--- src/hsp_params.svh ---
// Register map, field positions, reset values and timing of the schedule register block.
// Assumes it is included by bare name from every file that needs one of these constants.
`ifndef HSP_PARAMS_SVH
`define HSP_PARAMS_SVH

// Byte addresses of the registers on the processor port.
`define HSP_AW        12
`define HSP_OFF_PEND  12'h0334
`define HSP_OFF_TMO   12'h0338
`define HSP_OFF_PTR   12'h033C
`define HSP_OFF_CTL   12'h0350

// Descriptor-area pending bits.
`define HSP_PEND_ATL  0
`define HSP_PEND_INT  1
`define HSP_PEND_ISO  2

// Read pointer fields.
`define HSP_BANK_HI   17
`define HSP_BANK_LO   16
`define HSP_ADDR_HI   15
`define HSP_ADDR_LO   0

// Time-out control bits.
`define HSP_CTL_IEN   0
`define HSP_CTL_IRQ   1

// Reset value of every register word.
`define HSP_RST_WORD  32'h0000_0000

// One millisecond tick, as a time and as a count of system clocks.
`define HSP_MS_US     1000
`define HSP_CLK_MHZ   100
`define HSP_MS_CYCLES (`HSP_MS_US * `HSP_CLK_MHZ)

// Number of descriptor headers in each area.
`define HSP_NDESC     32

`endif

--- src/hsp_pkg.sv ---
// Types shared by the schedule register block and its helpers.
// Assumes nothing beyond a SystemVerilog compiler.
package hsp_pkg;

	// Walk state of the descriptor scheduler, one-hot.
	typedef enum logic [3:0] {
		walk_idle = 4'h1,
		walk_iso  = 4'h2,
		walk_int  = 4'h4,
		walk_atl  = 4'h8
	} hsp_walk_t;

endpackage

--- src/hsp_ptr_if.sv ---
// Connection between the register block and its per-bank read pointers.
// Assumes both ends run on the same system clock.
interface hsp_ptr_if #(
	parameter int NBANK = 4,
	parameter int AW    = 16
);
	logic                       load;
	logic [$clog2(NBANK)-1:0]   load_bank;
	logic [AW-1:0]              load_addr;
	logic                       step;
	logic [$clog2(NBANK)-1:0]   step_bank;
	logic [NBANK-1:0][AW-1:0]   ptrs;

	modport ctrl (output load, output load_bank, output load_addr, output step, output step_bank, input ptrs);
	modport bank (input load, input load_bank, input load_addr, input step, input step_bank, output ptrs);
endinterface

--- src/hsp_sched_regs.sv ---
// Descriptor-area pending, asynchronous-done time-out and programmed-I/O read pointer registers.
// Assumes a same-clock processor port, a same-clock host engine and header data valid beside o_hdr_index.
// Behaviour
// - a pending area is walked; only valid, unskipped headers are executed.
// - pending bit 2 set walks the isochronous area; clear skips it.
// - pending bit 1 set walks the interrupt-transfer area; clear skips it.
// - pending bit 0 set walks the asynchronous area; clear skips it.
// - 32-bit millisecond time-out, reset zero, raises the interrupt when enabled.
// - the time-out is armed by asynchronous completions only.
// - a written start address is latched per bank and steps on every programmed-I/O read, except one in the same cycle as a write to that bank.
// - bits 17 to 16 select one of four banks with separate pointers.
// - bank selection steers programmed-I/O accesses only, never DMA.
// - bits 15 to 0 give the start of incrementing programmed-I/O reads.
//
// Implementation choice: the address-and-strobe port.
`include "hsp_params.svh"

module hsp_sched_regs #(
	parameter int          NDESC     = `HSP_NDESC,
	parameter int unsigned MS_CYCLES = `HSP_MS_CYCLES
) (
	input  wire logic                       i_sys_clk,
	input  wire logic                       i_reset,
	input  wire logic [`HSP_AW-1:0]         i_addr,
	input  wire logic [31:0]                i_wdata,
	input  wire logic                       i_wr,
	input  wire logic                       i_rd,
	output logic      [31:0]                o_rdata,
	input  wire logic                       i_hdr_valid,
	input  wire logic                       i_hdr_skip,
	output logic      [3:0]                 o_walk_state,
	output logic      [$clog2(NDESC)-1:0]   o_hdr_index,
	output logic                            o_exec,
	output logic      [2:0]                 o_exec_area,
	output logic      [$clog2(NDESC)-1:0]   o_exec_index,
	input  wire logic                       i_async_done,
	output logic                            o_async_done_irq,
	input  wire logic                       i_pio_rd,
	output logic                            o_pio_go,
	output logic      [15:0]                o_pio_addr,
	output logic      [1:0]                 o_pio_bank
);
	localparam int IW = $clog2(NDESC);
	localparam int BW = `HSP_BANK_HI - `HSP_BANK_LO + 1;
	localparam int AW = `HSP_ADDR_HI - `HSP_ADDR_LO + 1;

	typedef struct packed {
		logic [2:0]        pend;
		logic [31:0]       tmo;
		logic              ien;
		logic              irq;
		logic              armed;
		logic [31:0]       ms;
		logic [31:0]       rdata;
		hsp_pkg::hsp_walk_t walk;
		logic [IW-1:0]     idx;
		logic              exec;
		logic [2:0]        exec_area;
		logic [IW-1:0]     exec_idx;
		logic [BW-1:0]     bank;
		logic [AW-1:0]     pio_addr;
		logic              pio_go;
	} hsp_top_state_t;

	hsp_top_state_t st;
	hsp_top_state_t next_st;

	logic          restart;
	logic          ms_tick;
	logic [AW-1:0] cur_ptr;
	logic          wr_pend;
	logic          wr_tmo;
	logic          wr_ptr;
	logic          wr_ctl;
	logic          hdr_take;

	hsp_ptr_if #(.NBANK(1 << BW), .AW(AW)) ptr_if ();

	// Map a walk state onto the matching pending bit.
	function automatic logic [2:0] area_mask(input hsp_pkg::hsp_walk_t w);
		logic [2:0] m;
		m = 3'h0;
		case (w)
			hsp_pkg::walk_iso: m[`HSP_PEND_ISO] = 1'b1;
			hsp_pkg::walk_int: m[`HSP_PEND_INT] = 1'b1;
			hsp_pkg::walk_atl: m[`HSP_PEND_ATL] = 1'b1;
			default:           m = 3'h0;
		endcase
		return m;
	endfunction

	// Next pending area after the current one; periodic areas go first in each pass.
	function automatic hsp_pkg::hsp_walk_t area_after(input logic [2:0] pend, input hsp_pkg::hsp_walk_t cur);
		hsp_pkg::hsp_walk_t res;
		res = hsp_pkg::walk_idle;
		case (cur)
			hsp_pkg::walk_idle: begin
				if (pend[`HSP_PEND_ISO]) begin
					res = hsp_pkg::walk_iso;
				end else if (pend[`HSP_PEND_INT]) begin
					res = hsp_pkg::walk_int;
				end else if (pend[`HSP_PEND_ATL]) begin
					res = hsp_pkg::walk_atl;
				end
			end
			hsp_pkg::walk_iso: begin
				if (pend[`HSP_PEND_INT]) begin
					res = hsp_pkg::walk_int;
				end else if (pend[`HSP_PEND_ATL]) begin
					res = hsp_pkg::walk_atl;
				end
			end
			hsp_pkg::walk_int: begin
				if (pend[`HSP_PEND_ATL]) begin
					res = hsp_pkg::walk_atl;
				end
			end
			default: res = hsp_pkg::walk_idle;
		endcase
		return res;
	endfunction

	// Write decode; strobes come from same-clock logic, so no synchroniser is needed.
	assign wr_pend = i_wr && (i_addr == `HSP_OFF_PEND);
	assign wr_tmo  = i_wr && (i_addr == `HSP_OFF_TMO);
	assign wr_ptr  = i_wr && (i_addr == `HSP_OFF_PTR);
	assign wr_ctl  = i_wr && (i_addr == `HSP_OFF_CTL);

	// A header is acted on only inside a still-pending area and only when valid and not skipped.
	assign hdr_take = (st.walk != hsp_pkg::walk_idle) && (|(st.pend & area_mask(st.walk)))
		&& i_hdr_valid && !i_hdr_skip;

	// Pointer bank control; the selected bank steers programmed-I/O accesses, DMA never sees it.
	assign cur_ptr          = ptr_if.ptrs[st.bank];
	assign ptr_if.load      = wr_ptr;
	assign ptr_if.load_bank = i_wdata[`HSP_BANK_HI:`HSP_BANK_LO];
	assign ptr_if.load_addr = i_wdata[`HSP_ADDR_HI:`HSP_ADDR_LO];
	assign ptr_if.step      = i_pio_rd;
	assign ptr_if.step_bank = st.bank;

	hsp_bank_ptr #(
		.NBANK (1 << BW),
		.AW    (AW)
	) u_bank_ptr (
		.i_sys_clk (i_sys_clk),
		.i_reset   (i_reset),
		.ptr_if    (ptr_if.bank)
	);

	hsp_ms_tick #(
		.PERIOD (MS_CYCLES)
	) u_ms_tick (
		.i_sys_clk (i_sys_clk),
		.i_reset   (i_reset),
		.i_restart (restart),
		.o_tick    (ms_tick)
	);

	// Whole next state: register writes, read data, scheduler walk, time-out and pointer reads.
	always_comb begin
		next_st        = st;
		restart        = 1'b0;
		next_st.rdata  = `HSP_RST_WORD;
		next_st.exec   = 1'b0;
		next_st.pio_go = 1'b0;

		// Read data stand for one cycle only; unmapped addresses read zero.
		if (i_rd) begin
			case (i_addr)
				`HSP_OFF_PEND: next_st.rdata[`HSP_PEND_ISO:`HSP_PEND_ATL] = st.pend;
				`HSP_OFF_TMO:  next_st.rdata = st.tmo;
				`HSP_OFF_PTR: begin
					next_st.rdata[`HSP_BANK_HI:`HSP_BANK_LO] = st.bank;
					next_st.rdata[`HSP_ADDR_HI:`HSP_ADDR_LO] = cur_ptr;
				end
				`HSP_OFF_CTL: begin
					next_st.rdata[`HSP_CTL_IEN] = st.ien;
					next_st.rdata[`HSP_CTL_IRQ] = st.irq;
				end
				default: next_st.rdata = `HSP_RST_WORD;
			endcase
		end

		// Only the defined bits are stored, so reserved bits always read back as zero.
		if (wr_pend) begin
			next_st.pend = i_wdata[`HSP_PEND_ISO:`HSP_PEND_ATL];
		end
		if (wr_ptr) begin
			next_st.bank = i_wdata[`HSP_BANK_HI:`HSP_BANK_LO];
		end

		// Scheduler walk over the headers of each pending area in turn.
		case (st.walk)
			hsp_pkg::walk_idle: begin
				next_st.walk = area_after(st.pend, st.walk);
				next_st.idx  = '0;
			end
			hsp_pkg::walk_iso, hsp_pkg::walk_int, hsp_pkg::walk_atl: begin
				// A cleared pending bit abandons the area at once rather than finishing it.
				if (!(|(st.pend & area_mask(st.walk))) || st.idx == IW'(NDESC - 1)) begin
					next_st.walk = area_after(st.pend, st.walk);
					next_st.idx  = '0;
				end else begin
					next_st.idx = IW'(st.idx + 1'b1);
				end
			end
			default: begin
				next_st.walk = hsp_pkg::walk_idle;
				next_st.idx  = '0;
			end
		endcase
		if (hdr_take) begin
			next_st.exec      = 1'b1;
			next_st.exec_area = area_mask(st.walk);
			next_st.exec_idx  = st.idx;
		end

		// Asynchronous completions arm the time-out; later ones before expiry are coalesced.
		if (i_async_done && !st.armed) begin
			next_st.armed = 1'b1;
			next_st.ms    = '0;
			restart       = 1'b1;
		end else if (st.armed) begin
			if (st.ms >= st.tmo) begin
				next_st.armed = 1'b0;
			end else if (ms_tick) begin
				next_st.ms = st.ms + 32'h0000_0001;
			end
		end

		// A new time-out value restarts the millisecond count from zero.
		if (wr_tmo) begin
			next_st.tmo = i_wdata;
			next_st.ms  = '0;
			restart     = 1'b1;
		end

		// Interrupt clear by writing one; an expiry in the same cycle wins over the clear.
		if (wr_ctl) begin
			next_st.ien = i_wdata[`HSP_CTL_IEN];
			if (i_wdata[`HSP_CTL_IRQ]) begin
				next_st.irq = 1'b0;
			end
		end
		if (st.armed && !(i_async_done && !st.armed) && st.ms >= st.tmo && st.ien) begin
			next_st.irq = 1'b1;
		end

		// Programmed-I/O read takes the current pointer of the selected bank, which then steps.
		if (i_pio_rd) begin
			next_st.pio_go   = 1'b1;
			next_st.pio_addr = cur_ptr;
		end
	end

	// State register; every output below is a bit of it.
	always_ff @(posedge i_sys_clk or posedge i_reset) begin
		if (i_reset) begin
			st      <= '0;
			st.walk <= hsp_pkg::walk_idle;
		end else begin
			st <= next_st;
		end
	end

	assign o_rdata          = st.rdata;
	assign o_walk_state     = st.walk;
	assign o_hdr_index      = st.idx;
	assign o_exec           = st.exec;
	assign o_exec_area      = st.exec_area;
	assign o_exec_index     = st.exec_idx;
	assign o_async_done_irq = st.irq;
	assign o_pio_go         = st.pio_go;
	assign o_pio_addr       = st.pio_addr;
	assign o_pio_bank       = st.bank;
endmodule

--- src/hsp_bank_ptr.sv ---
// Independent read pointers, one per memory bank.
// Assumes load and step come from logic on the same clock.
module hsp_bank_ptr #(
	parameter int NBANK = 4,
	parameter int AW    = 16
) (
	input  wire logic   i_sys_clk,
	input  wire logic   i_reset,
	hsp_ptr_if.bank     ptr_if
);
	typedef struct packed {
		logic [NBANK-1:0][AW-1:0] ptr;
	} hsp_bank_state_t;

	hsp_bank_state_t st;
	hsp_bank_state_t next_st;

	// A new start address wins over a step of the same bank, so software always restarts cleanly.
	always_comb begin
		next_st = st;
		if (ptr_if.step) begin
			next_st.ptr[ptr_if.step_bank] = AW'(st.ptr[ptr_if.step_bank] + 1'b1);
		end
		if (ptr_if.load) begin
			next_st.ptr[ptr_if.load_bank] = ptr_if.load_addr;
		end
	end

	// State register.
	always_ff @(posedge i_sys_clk or posedge i_reset) begin
		if (i_reset) begin
			st <= '0;
		end else begin
			st <= next_st;
		end
	end

	assign ptr_if.ptrs = st.ptr;
endmodule

--- src/hsp_ms_tick.sv ---
// Millisecond tick generator with a restart input.
// Assumes PERIOD is above one so ticks are never adjacent.
module hsp_ms_tick #(
	parameter int unsigned PERIOD = 100000
) (
	input  wire logic   i_sys_clk,
	input  wire logic   i_reset,
	input  wire logic   i_restart,
	output logic        o_tick
);
	localparam int CW = $clog2(PERIOD);

	typedef struct packed {
		logic [CW-1:0] cnt;
		logic          tick;
	} hsp_tick_state_t;

	hsp_tick_state_t st;
	hsp_tick_state_t next_st;

	// A restart aligns the first tick a full period after the event that caused it.
	always_comb begin
		next_st      = st;
		next_st.tick = 1'b0;
		if (i_restart) begin
			next_st.cnt = '0;
		end else if (st.cnt == CW'(PERIOD - 1)) begin
			next_st.cnt  = '0;
			next_st.tick = 1'b1;
		end else begin
			next_st.cnt = CW'(st.cnt + 1'b1);
		end
	end

	// State register.
	always_ff @(posedge i_sys_clk or posedge i_reset) begin
		if (i_reset) begin
			st <= '0;
		end else begin
			st <= next_st;
		end
	end

	assign o_tick = st.tick;
endmodule

--- config.mk ---
export PLATFORM = sky130hd
export DESIGN_NAME = hsp_sched_regs
export DESIGN_NICKNAME = d
export VERILOG_FILES = /design/src/hsp_pkg.sv /design/src/hsp_ptr_if.sv /design/src/hsp_sched_regs.sv /design/src/hsp_bank_ptr.sv /design/src/hsp_ms_tick.sv
export VERILOG_INCLUDE_DIRS = /design/src /design/src/src
export SDC_FILE = /design/constraint.sdc
export NUM_CORES = 1
export LEC_CHECK = 0
export ABC_AREA = 1
export ABC_CLOCK_PERIOD_IN_PS = 16300
export BUFFER_PORTS_ARGS = -buffer_cell sky130_fd_sc_hd__buf_4
export CORE_ASPECT_RATIO = 1.5
export CORE_MARGIN = 2
export CORE_UTILIZATION = 65
export DETAILED_ROUTE_END_ITERATION = 12
export GPL_ROUTABILITY_DRIVEN = 0
export PLACE_DENSITY_LB_ADDON = 0.25
export SLEW_MARGIN = 20
export SYNTH_ARGS = -nofsm -noshare
export SYNTH_HDL_FRONTEND = slang
export SYNTH_SLANG_ARGS = --single-unit
--- constraint.sdc ---
create_clock -name i_sys_clk -period 16.3 [get_ports i_sys_clk]
set_clock_uncertainty 0.15 [all_clocks]
set_input_delay 1.63 -clock i_sys_clk [delete_from_list [all_inputs] [get_ports i_sys_clk]]
set_output_delay 1.63 -clock i_sys_clk [all_outputs]
set_load 0.05 [all_outputs]
## Word level (Yosys, flattened, before mapping)

Index checks and enable logic that the tools add are counted.

- Memories: 0
- Input bits: 52
- Bits in latches: 0
- Register bits: 221
- Output and inout port bits: 70
- Word-level logic and storage cells: 117
- RAM bits: 0
- Bits in read-only memories: 0

- Bitwise logic cells: 2
- Reductions and logical operators: 27
- Divide/modulo/power cells: 0
- Multiplexer cells: 45
- Add/subtract/negate cells: 4
- Equality and inequality tests: 13
- $lt $le $gt $ge: 5
- Multipliers: 0
- Shift operators: 0

Operators with widths:

| cell | number |
|---|---|
| $bwmux W64 | 2 |
| $mux W32 | 4 |
| $mux W64 | 2 |
| $mux W33 | 2 |
| $demux W16 S2 | 2 |
| $eq A12 B10 Y1 const B | 4 |
| $mux W16 | 3 |
| $mux W17 | 2 |
| $add A32 B1 Y32 const B | 1 |
| $bmux W16 S2 | 1 |
| $ge A32 B32 Y1 | 1 |
| $pmux W15 S2 | 1 |
| $pmux W9 S2 | 1 |
| $add A17 B1 Y17 const B | 1 |
| $eq A17 B17 Y1 const B | 1 |
| $add A16 B1 Y16 const B | 1 |
| $mux W4 | 4 |
| $mux W1 | 15 |
| $mux W14 | 1 |
| $logic_and A1 B1 Y1 | 13 |
| $mux W9 | 1 |
| $reduce_or A3 Y1 | 3 |
| $pmux W2 S4 | 1 |
| $pmux W4 S2 | 1 |
| 20 further kinds | 28 |

## Depth between registers and ports, before layout

Gate-level depths: netlist of run 1.

- Depth in word-level cells: 9
- Depth in mapped cells: 17
- Gate-level depth less buffers: 16

## By module

From an unflattened synthesis of run 1, not the netlist that was laid out.

- Cells, all modules: 1,825
- Area, all modules: 13,733.2 µm²

By module, submodules not included:

| module | instances | area an instance (µm²) | seq. area each (µm²) | cells an instance |
|---|---|---|---|---|
| hsp_sched_regs | 1 | 8,548.2 | 3,479.6 | 1,085 |
| hsp_bank_ptr | 1 | 4,166.5 | 1,601.5 | 597 |
| hsp_ms_tick | 1 | 1,018.5 | 450.4 | 143 |

## Least setup slack after synthesis of run 1

OpenSTA, ideal clock, no wires.

- Kind: input -> register
- Start: input port i_addr[7]
- End: register u_bank_ptr.st (netlist bit u_bank_ptr.ptr_if.ptrs[24])
- Buffers on the path: 1
- Library setup time: 121 ps
- Cell stages on the path: 12
- Path slack: 13,200 ps
- Arrival time: 2,830 ps
- Data required time: 16,029 ps
- Cell sequence: nor2_1 -> nand3_1 -> nor2_2 -> nand2_2 -> nor2_8 -> nand2_2 -> nor2_4 -> inv_2 -> buf_6 -> o21a_1 -> o21ai_1 -> nand2_1

RTL lines:

| item | RTL line | text |
|---|---|---|
| start: declaration | hsp_sched_regs.sv:24 | `` input wire logic [`HSP_AW-1:0] i_addr, `` |
| end signal: assignment | hsp_bank_ptr.sv:34 | `st <= next_st;` |
| end: declaration | hsp_bank_ptr.sv:15 | `hsp_bank_state_t st;` |

## Final worst setup path of run 1

- Start: input port i_addr[9]
- End: register st[95] in the netlist's numbering

- Cells in the longest elaborated chain, start to end: 4
- Elaborated cells on any way between the ends: 7
- Classes of those cells: 2 x eq/ne; 1 x mux; 4 x reduce/logical

Ends and longest elaborated chain:

| item | RTL line | text |
|---|---|---|
| $eq A12 B10 Y1 * | -- |  |
| $logic_and A1 B1 Y1 * | hsp_sched_regs.sv:125 | `` assign wr_tmo = i_wr && (i_addr == `HSP_OFF_TMO); `` |
| $ne A3 B3 Y1 (no line) or $reduce_bool A3 Y1 (tied branches) | -- |  |
| $reduce_and A3 Y1 (no line) | -- |  |
| end signal: assignment | hsp_sched_regs.sv:262 | `st <= next_st;` |
| end: declaration | hsp_sched_regs.sv:65 | `hsp_top_state_t st;` |

Every way passes the cells marked *; elsewhere a longest branch is shown, timed or not.
A chain may end at the register's enable or synchronous reset.

==> results.toml, run 1 <==
[cells_and_area]
syn_to_final_growth_pct = 8.91
fin_util = 0.716
nNetsFinal = 1746
n_antenna_cell = 0
design_area_mm2 = 0.0140
drive_gt1_frac = 0.158

[placement]
port_buffers = 121
dpl.hpwl_um = 23500
dpl_cell_area_mm2 = 0.0133
dpl_worst_slack_ps = 11380

[grt]
grt_pass1_vias = 11000
grt_pass1_wl_um = 54400
grt_util_all_layers = 0.326
overflow = 0
grt_max_degree = 141
grtUsageMet2 = 0.579
met3_usage = 0.0439
use_met1 = 0.373
busiest_layer = "met2"
antenna_found_initial = 0

[timing]
min_period_over_period = 0.272
setup_tns_ps = 0
finalSetupViolations = 0
finalHoldViolations = 0
fmax_ghz = 0.225
maxSlewViolCount = 0
tightest_slew_ps = 1120
rsz0062_at_grt = "false"
period_needed_ps = 4440
setup_slack_ps = 11860
relSlewSlack = 0.250

[setup_path]
start_kind = "input pin"
criticalPathCategory = "input pin to register"
rr_startpoint = "o_pio_bank[1]$_DFFE_PP0P_"
cp_max_fo = 44
worstPathRequired_ps = 16540
critPathLaunch = "i_addr[9]"
endpoint_kind = "register"
arrival_ps = 4680

[cts]
cts_buffers = 22
cts_tree = "built"
clk_pin_slew_ps = 60
ctsResizeCount = 0
cts_hold_buf = 0
cts_sinks = 221
ctsRootBufferMaster = "clkbuf_16"
postCtsSetupRepairBufs = 0
clockBufferDepth = 3
htreeDepth = 1
clock_latency_ps = 510

[logic_synthesis]
synth-seq-cells = 221
syn-cell-area_mm2 = 0.0129
syn_avg_cell_area_um2 = 7.88
synth_warnings = 0
synth_ff_type = "dfrtp_1"
yosysMostFrequentCell = "nand2_1"
syn_inst = 1630
yosysSeqAreaShare = 0.430
synthArstFlopShare = 1.00
synthesis.nets = 1719
synthDistinctLibCells = 52
synth_top_area_share = 0.428
yosys-top-cells-count = "nand2_1 (405), dfrtp_1 (220), nor2_1 (179)"
ys_top_cells_by_area = "dfrtp_1 (43%), nand2_1 (12%), nor2_1 (5.2%)"
synth_edf_count = 0
yosysTopAreaCell = "dfrtp_1"

[floorplan]
die-width_um = 119
start_util = 0.657
core-area_mm2 = 0.0195
io_pins = 122
row_count = 63
fp.dieH_um = 176
dieArea_mm2 = 0.0209

[pwr]
vdd_drop_max_mv = 0.0700
power_uw = 1420
leakage_uw = 0.00698
p_per_area_mw_per_mm2 = 101

[drt]
first_pass_iters = 6
drt.antenna.violating_nets = 0
avgRoutedWirePerCell_um = 17.5
drc = 0
vias = 11100
drt-total-wl_um = 33800
drt_iter0_drc = 1090
via_per_inst = 5.76

[min_path]
min_path_type = "register to register"
min-delay-start = "u_ms_tick.st[1]$_DFF_PP0_"

[status]
status = "finished, final reports clean"

[run]
maxCapViolCount = 0
-- registers in the layout, summed over array words and instances (netlist names), 2 cells and up --
register	flops
st	69
o_rdata	32
u_bank_ptr.ptr_if.ptrs	64
o_walk_state	4
u_ms_tick.st	17
o_pio_bank	2
o_exec_area	3
o_hdr_index	5
o_pio_addr	16
o_exec_index	5
-- cell families after synthesis --
logic type | count (synthesis) | synth area share
and+or+nand+nor | 804 | 0.275
buffers and inverters | 296 | 0.119
muxes | 22 | 0.0193
DFF | 221 | 0.430
xor gates and xnor gates | 36 | 0.0263
AOI/OAI and AO/OA | 214 | 0.0945
adders and majority gates | 37 | 0.0360
-- worst paths after layout --
| kind | to | slack, ps | cells after the start |
|---|---|---|---|
| max reg2reg | u_bank_ptr.ptr_if.ptrs[2]$_DFF_PP0_ | 13160 | 7 |
| min | u_ms_tick.st[1]$_DFF_PP0_ | 310 | 1 |
| max | st[95]$_DFFE_PP0P_ | 11860 | 12 |
| min reg2reg | u_ms_tick.st[1]$_DFF_PP0_ | 310 | 1 |
| max in group asynchronous | o_pio_addr[13]$_DFFE_PP0P_ | 13500 | 3 |
| min in group asynchronous | o_rdata[12]$_DFF_PP0_ | 1190 | 2 |
-- through the flow --
step,std cells,hold slack (ps)
after floorplan,1630,283
after global placement,1893,311
after detailed placement,1893,309
after CTS,1930,317
after global routing,1930,338
final,1930,313
-- routing by layer --
layer | wire, µm | up-vias
met3 | 2170 | 129
met5 | 0 | -
met2 | 17200 | 506
met1 | 12400 | 5255
li1 | - | 5225
met4 | 2050 | 0
-- cell type report --
class	instances	area, µm²
multi-input combinational	1113	5800
fill	1578	5550
sequential	221	5530
timing repair buffer	129	972
clock buffer	31	656
inverter	170	651
tap	260	325
clock inverter	6	60.1
-- placed cells by master (no fill, tap or decap), types with 4 or more instances in the layout --
| cell type | instances |
|---|---|
| o21ai_1 | 13 |
| o21bai_1 | 5 |
| buf_4 | 128 |
| xor2_1 | 26 |
| xnor2_1 | 7 |
| inv_2 | 10 |
| o21ai_0 | 71 |
| mux2_2 | 22 |
| a211oi_1 | 4 |
| clkbuf_8 | 5 |
| nor2_4 | 7 |
| nand3_1 | 106 |
| nand2_1 | 404 |
| inv_1 | 157 |
| o211ai_1 | 4 |
| nand4_1 | 20 |
| nand2_2 | 18 |
| nor3_1 | 27 |
| dfrtp_1 | 220 |
| nand3_2 | 7 |
| clkbuf_16 | 23 |
| nor3b_1 | 4 |
| nor2_1 | 179 |
| nor2_2 | 15 |
| nor4_1 | 4 |
| a21oi_1 | 59 |
| ha_1 | 37 |
| o22ai_1 | 32 |
| o21a_1 | 13 |
-- where the power goes --
part | switching (µW) | internal [µW] | leakage, µW
clock | 212 | 295 | 0.000349
combinational | 220 | 85.8 | 0.00368
sequential | 24.1 | 583 | 0.00295
-- worst max-delay path: stages --
cell	delay, ps
buf_4	110
inv_1	50
nor2_2	40
nand3_1	90
inv_1	60
nand3_2	60
buf_4	450
nand2_1	410
inv_2	570
nand2_1	830
nand2_1	270
nand2_1	70
(Power assumes the default switching activity.)
==> run 2: changes to the inputs <==
--- a/config.mk
+++ b/config.mk
@@ -6,12 +6,12 @@
 export SDC_FILE = /design/constraint.sdc
 export NUM_CORES = 1
 export LEC_CHECK = 0
-export ABC_AREA = 1
-export ABC_CLOCK_PERIOD_IN_PS = 16300
+export ABC_AREA = 0
+export ABC_CLOCK_PERIOD_IN_PS = 4000
 export BUFFER_PORTS_ARGS = -buffer_cell sky130_fd_sc_hd__buf_4
 export CORE_ASPECT_RATIO = 1.5
 export CORE_MARGIN = 2
-export CORE_UTILIZATION = 65
+export CORE_UTILIZATION = 54
 export DETAILED_ROUTE_END_ITERATION = 12
 export GPL_ROUTABILITY_DRIVEN = 0
 export PLACE_DENSITY_LB_ADDON = 0.25
==> constraint.sdc (replaced) <==
create_clock -name i_sys_clk -period 4 [get_ports i_sys_clk]
set_clock_uncertainty 0.15 [all_clocks]
set_input_delay 0.4 -clock i_sys_clk [delete_from_list [all_inputs] [get_ports i_sys_clk]]
set_output_delay 0.4 -clock i_sys_clk [all_outputs]
set_load 0.05 [all_outputs]
==> run 2 against run 1 <==
Synthesized cell count down 29%. Area after synthesis down 8.5%. Worst setup slack worse by 11000 ps. Die area up 9.9%. Total power rose to 4.1 times the previous value. Final cell count down 22%. Via count down 20%. Clock-buffer cell count down 4. Sequential cell count unchanged. Sequential share of layout area up 1.7 points. Critical path depth down 2. Highest routed layer unchanged.
==> results.toml, run 2 <==
[logic_synthesis]
synth_top_area_share = 0.468
syn_inst = 1155
yosysSeqAreaShare = 0.470
yosysTopAreaCell = "dfrtp_1"
synth_warnings = 0
synthDistinctLibCells = 66
synth-seq-cells = 221
syn_avg_cell_area_um2 = 10.2
synth_edf_count = 0
yosys-top-cells-count = "dfrtp_1 (220), nand2_1 (116), o21ai_0 (98)"
yosysMostFrequentCell = "dfrtp_1"
synthArstFlopShare = 1.00
syn-cell-area_mm2 = 0.0118
synth_ff_type = "dfrtp_1"
synthesis.nets = 1244
ys_top_cells_by_area = "dfrtp_1 (47%), mux2_2 (5.8%), buf_4 (4.5%)"

[placement]
port_buffers = 121
dpl.hpwl_um = 19200
placedCellCount = 1445

[setup_path]
endpoint_kind = "register"
worstPathRequired_ps = 4240
arrival_ps = 3650
criticalPathCategory = "register to register"
start_kind = "register"
cp_max_fo = 30

[timing]
maxSlewViolCount = 0
min_period_over_period = 0.852
period_needed_ps = 3410
finalSetupViolations = 0
rsz0062_at_grt = "false"
finalHoldViolations = 0
relSlewSlack = 0.301
fmax_ghz = 0.294
timing.hold.ws_ps = 5.81
tightest_slew_ps = 1050
setup_tns_ps = 0

[cells_and_area]
multiInputGateArea_mm2 = 0.00527
seq_area_mm2 = 0.00553
mostFrequentLayoutCells = "dfrtp_1 (220), buf_4 (139), nand2_1 (116)"
largest_register = "st"
layout_commonest_cell = "dfrtp_1"
nNetsFinal = 1312
largest_reg_flops = 69
instances_no_fill = 1510
n_antenna_cell = 0
syn_to_final_growth_pct = 14.2
drive_gt1_frac = 0.225
fillers = 1758

[cts]
cts_tree = "built"
clock_latency_ps = 520
cts_buffers = 22
clk_pin_slew_ps = 60
htreeDepth = 1
cts_sinks = 221
ctsRootBufferMaster = "clkbuf_16"
clockBufferDepth = 3

[pwr]
p_seq_frac = 0.431
intPower_uw = 4060
power_frac_comb = 0.191
p_per_area_mw_per_mm2 = 429
leakage_uw = 0.00623
vdd_drop_max_mv = 0.397
swShare = 0.296
switchingPower_uw = 1710
power_uw = 5760
pwr-share-clk = 0.378

[drt]
drt.antenna.violating_nets = 0
avgRoutedWirePerCell_um = 18.4
first_pass_iters = 5
vias = 8855
via_per_inst = 5.86
drc = 0
drt-total-wl_um = 27800
drt_iter0_drc = 529

[grt]
grtUsageMet2 = 0.448
grt_max_degree = 114
overflow = 0
met3_usage = 0.0240
grt_pass1_vias = 8973
antenna_found_initial = 0
use_met1 = 0.295
grt_util_all_layers = 0.243
grt_pass1_wl_um = 45600
busiest_layer = "met2"

[status]
status = "finished, final reports clean"

[min_path]
min_path_type = "input pin to register"

[floorplan]
fp.dieH_um = 185
row_count = 66
dieArea_mm2 = 0.0230
io_pins = 122
core-area_mm2 = 0.0216
die-width_um = 125
start_util = 0.546

[run]
maxCapViolCount = 0
## run 2: worst max-delay path, cell delays in order, from the launching register on
cell	delay, ps
dfrtp_1	440
inv_1	70
ha_1	280
nand2b_1	130
a2111oi_0	490
o311ai_0	290
a22oi_1	380
and3_1	280
nand4_1	110
buf_4	270
o41ai_1	380
## run 2: power groups by stage
| stage | combinational, µW | sequential, µW | clock (µW) |
|---|---|---|---|
| 3_5_place_dp | 1080 | 2520 | 0 |
| 3_3_place_gp | 1070 | 2520 | 0 |
| 2_1_floorplan | 869 | 2480 | 0 |
| 4_1_cts | 1110 | 2480 | 2210 |
| 5_1_grt | 1200 | 2500 | 2300 |
| 6_report | 1100 | 2490 | 2180 |
## run 2: cells by family after synthesis
group | after synthesis | synth area share
flops | 221 | 0.470
xor+xnor | 30 | 0.0223
mux | 97 | 0.106
simple gates | 351 | 0.152
buf+inv | 171 | 0.0819
compound gates | 248 | 0.128
fa+ha+maj | 37 | 0.0393
## run 2: timing repair
| item | CTS | global route |
|---|---|---|
| resized for setup | 0 | 0 |
| hold endpoints to repair | 149 | 0 |
| buffers inserted | 0 | 0 |
| hold buffers | 26 | 0 |
## run 2: cell type report
class	count	area share
Timing Repair Buffer	167	0.100
Inverter	48	0.0137
Sequential cell	221	0.412
Clock inverter	12	0.0120
Clock buffer	27	0.0446
Multi-Input combinational cell	763	0.392
Tap cell	272	0.0253
## run 2: final timing paths
check                                          start  slack (ps)                                   end  cells past startpoint
max                               st[69]$_DFFE_PP0P_         590                    st[81]$_DFFE_PP0P_                     10
min                                      i_wdata[14]           6  u_bank_ptr.ptr_if.ptrs[62]$_DFF_PP0_                      3
min reg2reg                u_ms_tick.st[1]$_DFF_PP0_         340             u_ms_tick.st[1]$_DFF_PP0_                      1
max in group asynchronous                    i_reset        2680                   st[110]$_DFFE_PP0P_                      4
min in group asynchronous                    i_reset         480                   st[126]$_DFFE_PP0P_                      4
max reg2reg                       st[69]$_DFFE_PP0P_         590                    st[81]$_DFFE_PP0P_                     10
## run 2: stage by stage
stage	area, µm²	setup WS [ps]	utilization
after detailed placement	12400	624	0.576
final	13400	594	0.623
after global routing	13400	368	0.623
after CTS	13400	578	0.623
after global placement	12400	680	0.576
after floorplan	11800	569	-
## run 2: routing by layer
layer,share of wire,wire length (µm),up-vias
met5,0,0,-
met4,0.033,915,0
met3,0.043,1200,62
met2,0.53,14700,249
met1,0.39,11000,4381
li1,-,-,4163
==> run 3: changes to the inputs <==
--- a/config.mk
+++ b/config.mk
@@ -11,7 +11,8 @@
 export BUFFER_PORTS_ARGS = -buffer_cell sky130_fd_sc_hd__buf_4
 export CORE_ASPECT_RATIO = 1.5
 export CORE_MARGIN = 2
-export CORE_UTILIZATION = 54
+export CORE_UTILIZATION = 56
+export CTS_BUF_LIST = sky130_fd_sc_hd__clkbuf_4 sky130_fd_sc_hd__clkbuf_8
 export DETAILED_ROUTE_END_ITERATION = 12
 export GPL_ROUTABILITY_DRIVEN = 0
 export PLACE_DENSITY_LB_ADDON = 0.25
==> run 3 against run 2 <==
Total power decreased by 2.4%. Clock-buffer cell count increased by 32. Critical endpoint is now st[90]$_DFFE_PP0P_. First-iteration DRC count decreased by 9.8%. Clock power decreased by 7%. Core utilization increased by 2.3 points. Fmax increased by 6.4%. Largest cell class unchanged. Combinational power about the same. Final area increased by 0.14%.
==> results.toml, run 3 (same netlist as run 2, synthesis figures left out) <==
[status]
status = "finished, final reports clean"

[drt]
drc = 0
avgRoutedWirePerCell_um = 18.3
first_pass_iters = 5
drt-total-wl_um = 28100
vias = 8926
drt_iter0_drc = 477
via_per_inst = 5.83
drt.antenna.violating_nets = 0

[timing]
finalHoldViolations = 0
setup_slack_ps = 800
tightest_slew_ps = 831
min_period_over_period = 0.800
finalSetupViolations = 0
relSlewSlack = 0.446
fmax_ghz = 0.312
period_needed_ps = 3200
rsz0062_at_grt = "false"
maxSlewViolCount = 0
setup_tns_ps = 0

[min_path]
hold_path_depth = 3
whs_endpoint = "u_bank_ptr.ptr_if.ptrs[0]$_DFF_PP0_"
min-delay-start = "i_wdata[0]"
min_path_type = "input pin to register"

[grt]
grt_pass1_vias = 9174
grt_util_all_layers = 0.261
grt_max_degree = 112
antenna_found_initial = 0
grt_pass1_wl_um = 46300
overflow = 0

[cells_and_area]
largest_register = "st"
layout_commonest_cell = "dfrtp_1"
drive_gt1_frac = 0.240
mostFrequentLayoutCells = "dfrtp_1 (220), buf_4 (137), nand2_1 (116)"
n_antenna_cell = 0
largest_reg_flops = 69
fillers = 1701
syn_to_final_growth_pct = 14.3
nNetsFinal = 1328

[setup_path]
cpPeakStageDelay_ps = 440
r2r-end = "st[90]$_DFFE_PP0P_"
rr_startpoint = "st[69]$_DFFE_PP0P_"
crit_path_top_delay_cell = "dfrtp_1"
criticalPathCategory = "register to register"
r2r_setup_slack_ps = 800
cp_max_fo = 30
crit_chain = "inv_1, ha_1, nand2b_1, a2111oi_0, o311ai_0, a22oi_1, and3_1, nand4_1, buf_4, o41ai_1"
endpoint_kind = "register"
start_kind = "register"
arrival_ps = 3430
path_delay_family = "compound AO/OA/AOI/OAI gates"
r2r_cells = 10
worstPathRequired_ps = 4230
critPathBufInv = 2

[cts]
cts_tree = "built"
htreeDepth = 2
ctsRootBufferMaster = "clkbuf_8"
cts_sinks = 221
postCtsSetupRepairBufs = 0
clk_pin_slew_ps = 70
cts_buffers = 35
clockBufferDepth = 3
clock_latency_ps = 540

[floorplan]
fp.dieH_um = 182
row_count = 65
die-width_um = 122
start_util = 0.565
dieArea_mm2 = 0.0222
io_pins = 122
core-area_mm2 = 0.0208

[pwr]
vdd_drop_max_mv = 0.349
p_per_area_mw_per_mm2 = 418
power_uw = 5620
leakage_uw = 0.00628

[placement]
port_buffers = 121
dpl_worst_slack_ps = 781
dpl.hpwl_um = 19100

[run]
maxCapViolCount = 0
==> run 3: changes by cell type in the layout (fill, tap and decap cells not counted), moves of 2 or more <==
cell           previous run  this run
clkinv_4                  2         0
dlygate4sd3_1            26        31
bufinv_16                 3         0
clkbuf_16                22         0
clkbuf_8                  3        45
clkinvlp_4                4         1
buf_4                   139       137
clkbuf_1                  2         0
clkbuf_4                  0        14
==> run 3: area by class of cell <==
| class | instances | area, µm² | area share |
|---|---|---|---|
| Timing Repair Buffer | 170 | 1380 | 0.103 |
| Clock inverter | 3 | 21.3 | 0.00158 |
| Inverter | 48 | 184 | 0.0137 |
| Multi-Input combinational cell | 763 | 5270 | 0.392 |
| Sequential cell | 221 | 5530 | 0.411 |
| Tap cell | 268 | 335 | 0.0249 |
| Clock buffer | 59 | 724 | 0.0539 |
==> run 3: worst max-delay path by stage <==
stage / startpoint / end / slack [ps] / cells past startpoint
finish: st[69]$_DFFE_PP0P_ / st[90]$_DFFE_PP0P_ / 800 / 10
global route: st[69]$_DFFE_PP0P_ / st[90]$_DFFE_PP0P_ / 520 / 10
global placement: st[69]$_DFFE_PP0P_ / st[81]$_DFFE_PP0P_ / 810 / 10
CTS: st[69]$_DFFE_PP0P_ / st[90]$_DFFE_PP0P_ / 720 / 10
floorplan: i_reset / o_async_done_irq$_DFFE_PP0P_ / 570 / 1
detailed placement: st[69]$_DFFE_PP0P_ / st[90]$_DFFE_PP0P_ / 780 / 10
==> run 3: metal layers <==
layer | part of all wire | track usage | up-vias
li1 | - | - | 4199
met3 | 0.046 | 0.0433 | 76
met4 | 0.034 | 0.113 | 0
met2 | 0.53 | 0.460 | 256
met1 | 0.39 | 0.311 | 4395
met5 | 0 | 0 | -
==> run 3: what timing repair did <==
action,4_1_cts,5_1_grt
gates resized for setup,0,0
hold buffers,31,0
hold endpoints to repair,81,0
setup endpoints to repair,0,0
==> run 3: metrics by stage <==
step / hold WS, ps / area (µm²) / cells / util
after detailed placement: 172 / 12400 / 1439 / 0.595
after global routing: 13.3 / 13400 / 1532 / 0.646
after CTS: 8.84 / 13400 / 1532 / 0.646
after floorplan: 281 / 11800 / 1155 / -
after global placement: 174 / 12400 / 1439 / 0.595
final: 28.6 / 13400 / 1532 / 0.646
==> run 3: tightest hold or removal path, stage by stage <==
cell,delay (ps)
buf_4,140
nand2_1,50
o21ai_0,60
==> run 3: report_power, final <==
part / switching (µW) / internal [µW]
combinational: 697 / 405
clock: 891 / 1140
sequential: 101 / 2390
total: 1690 / 3940
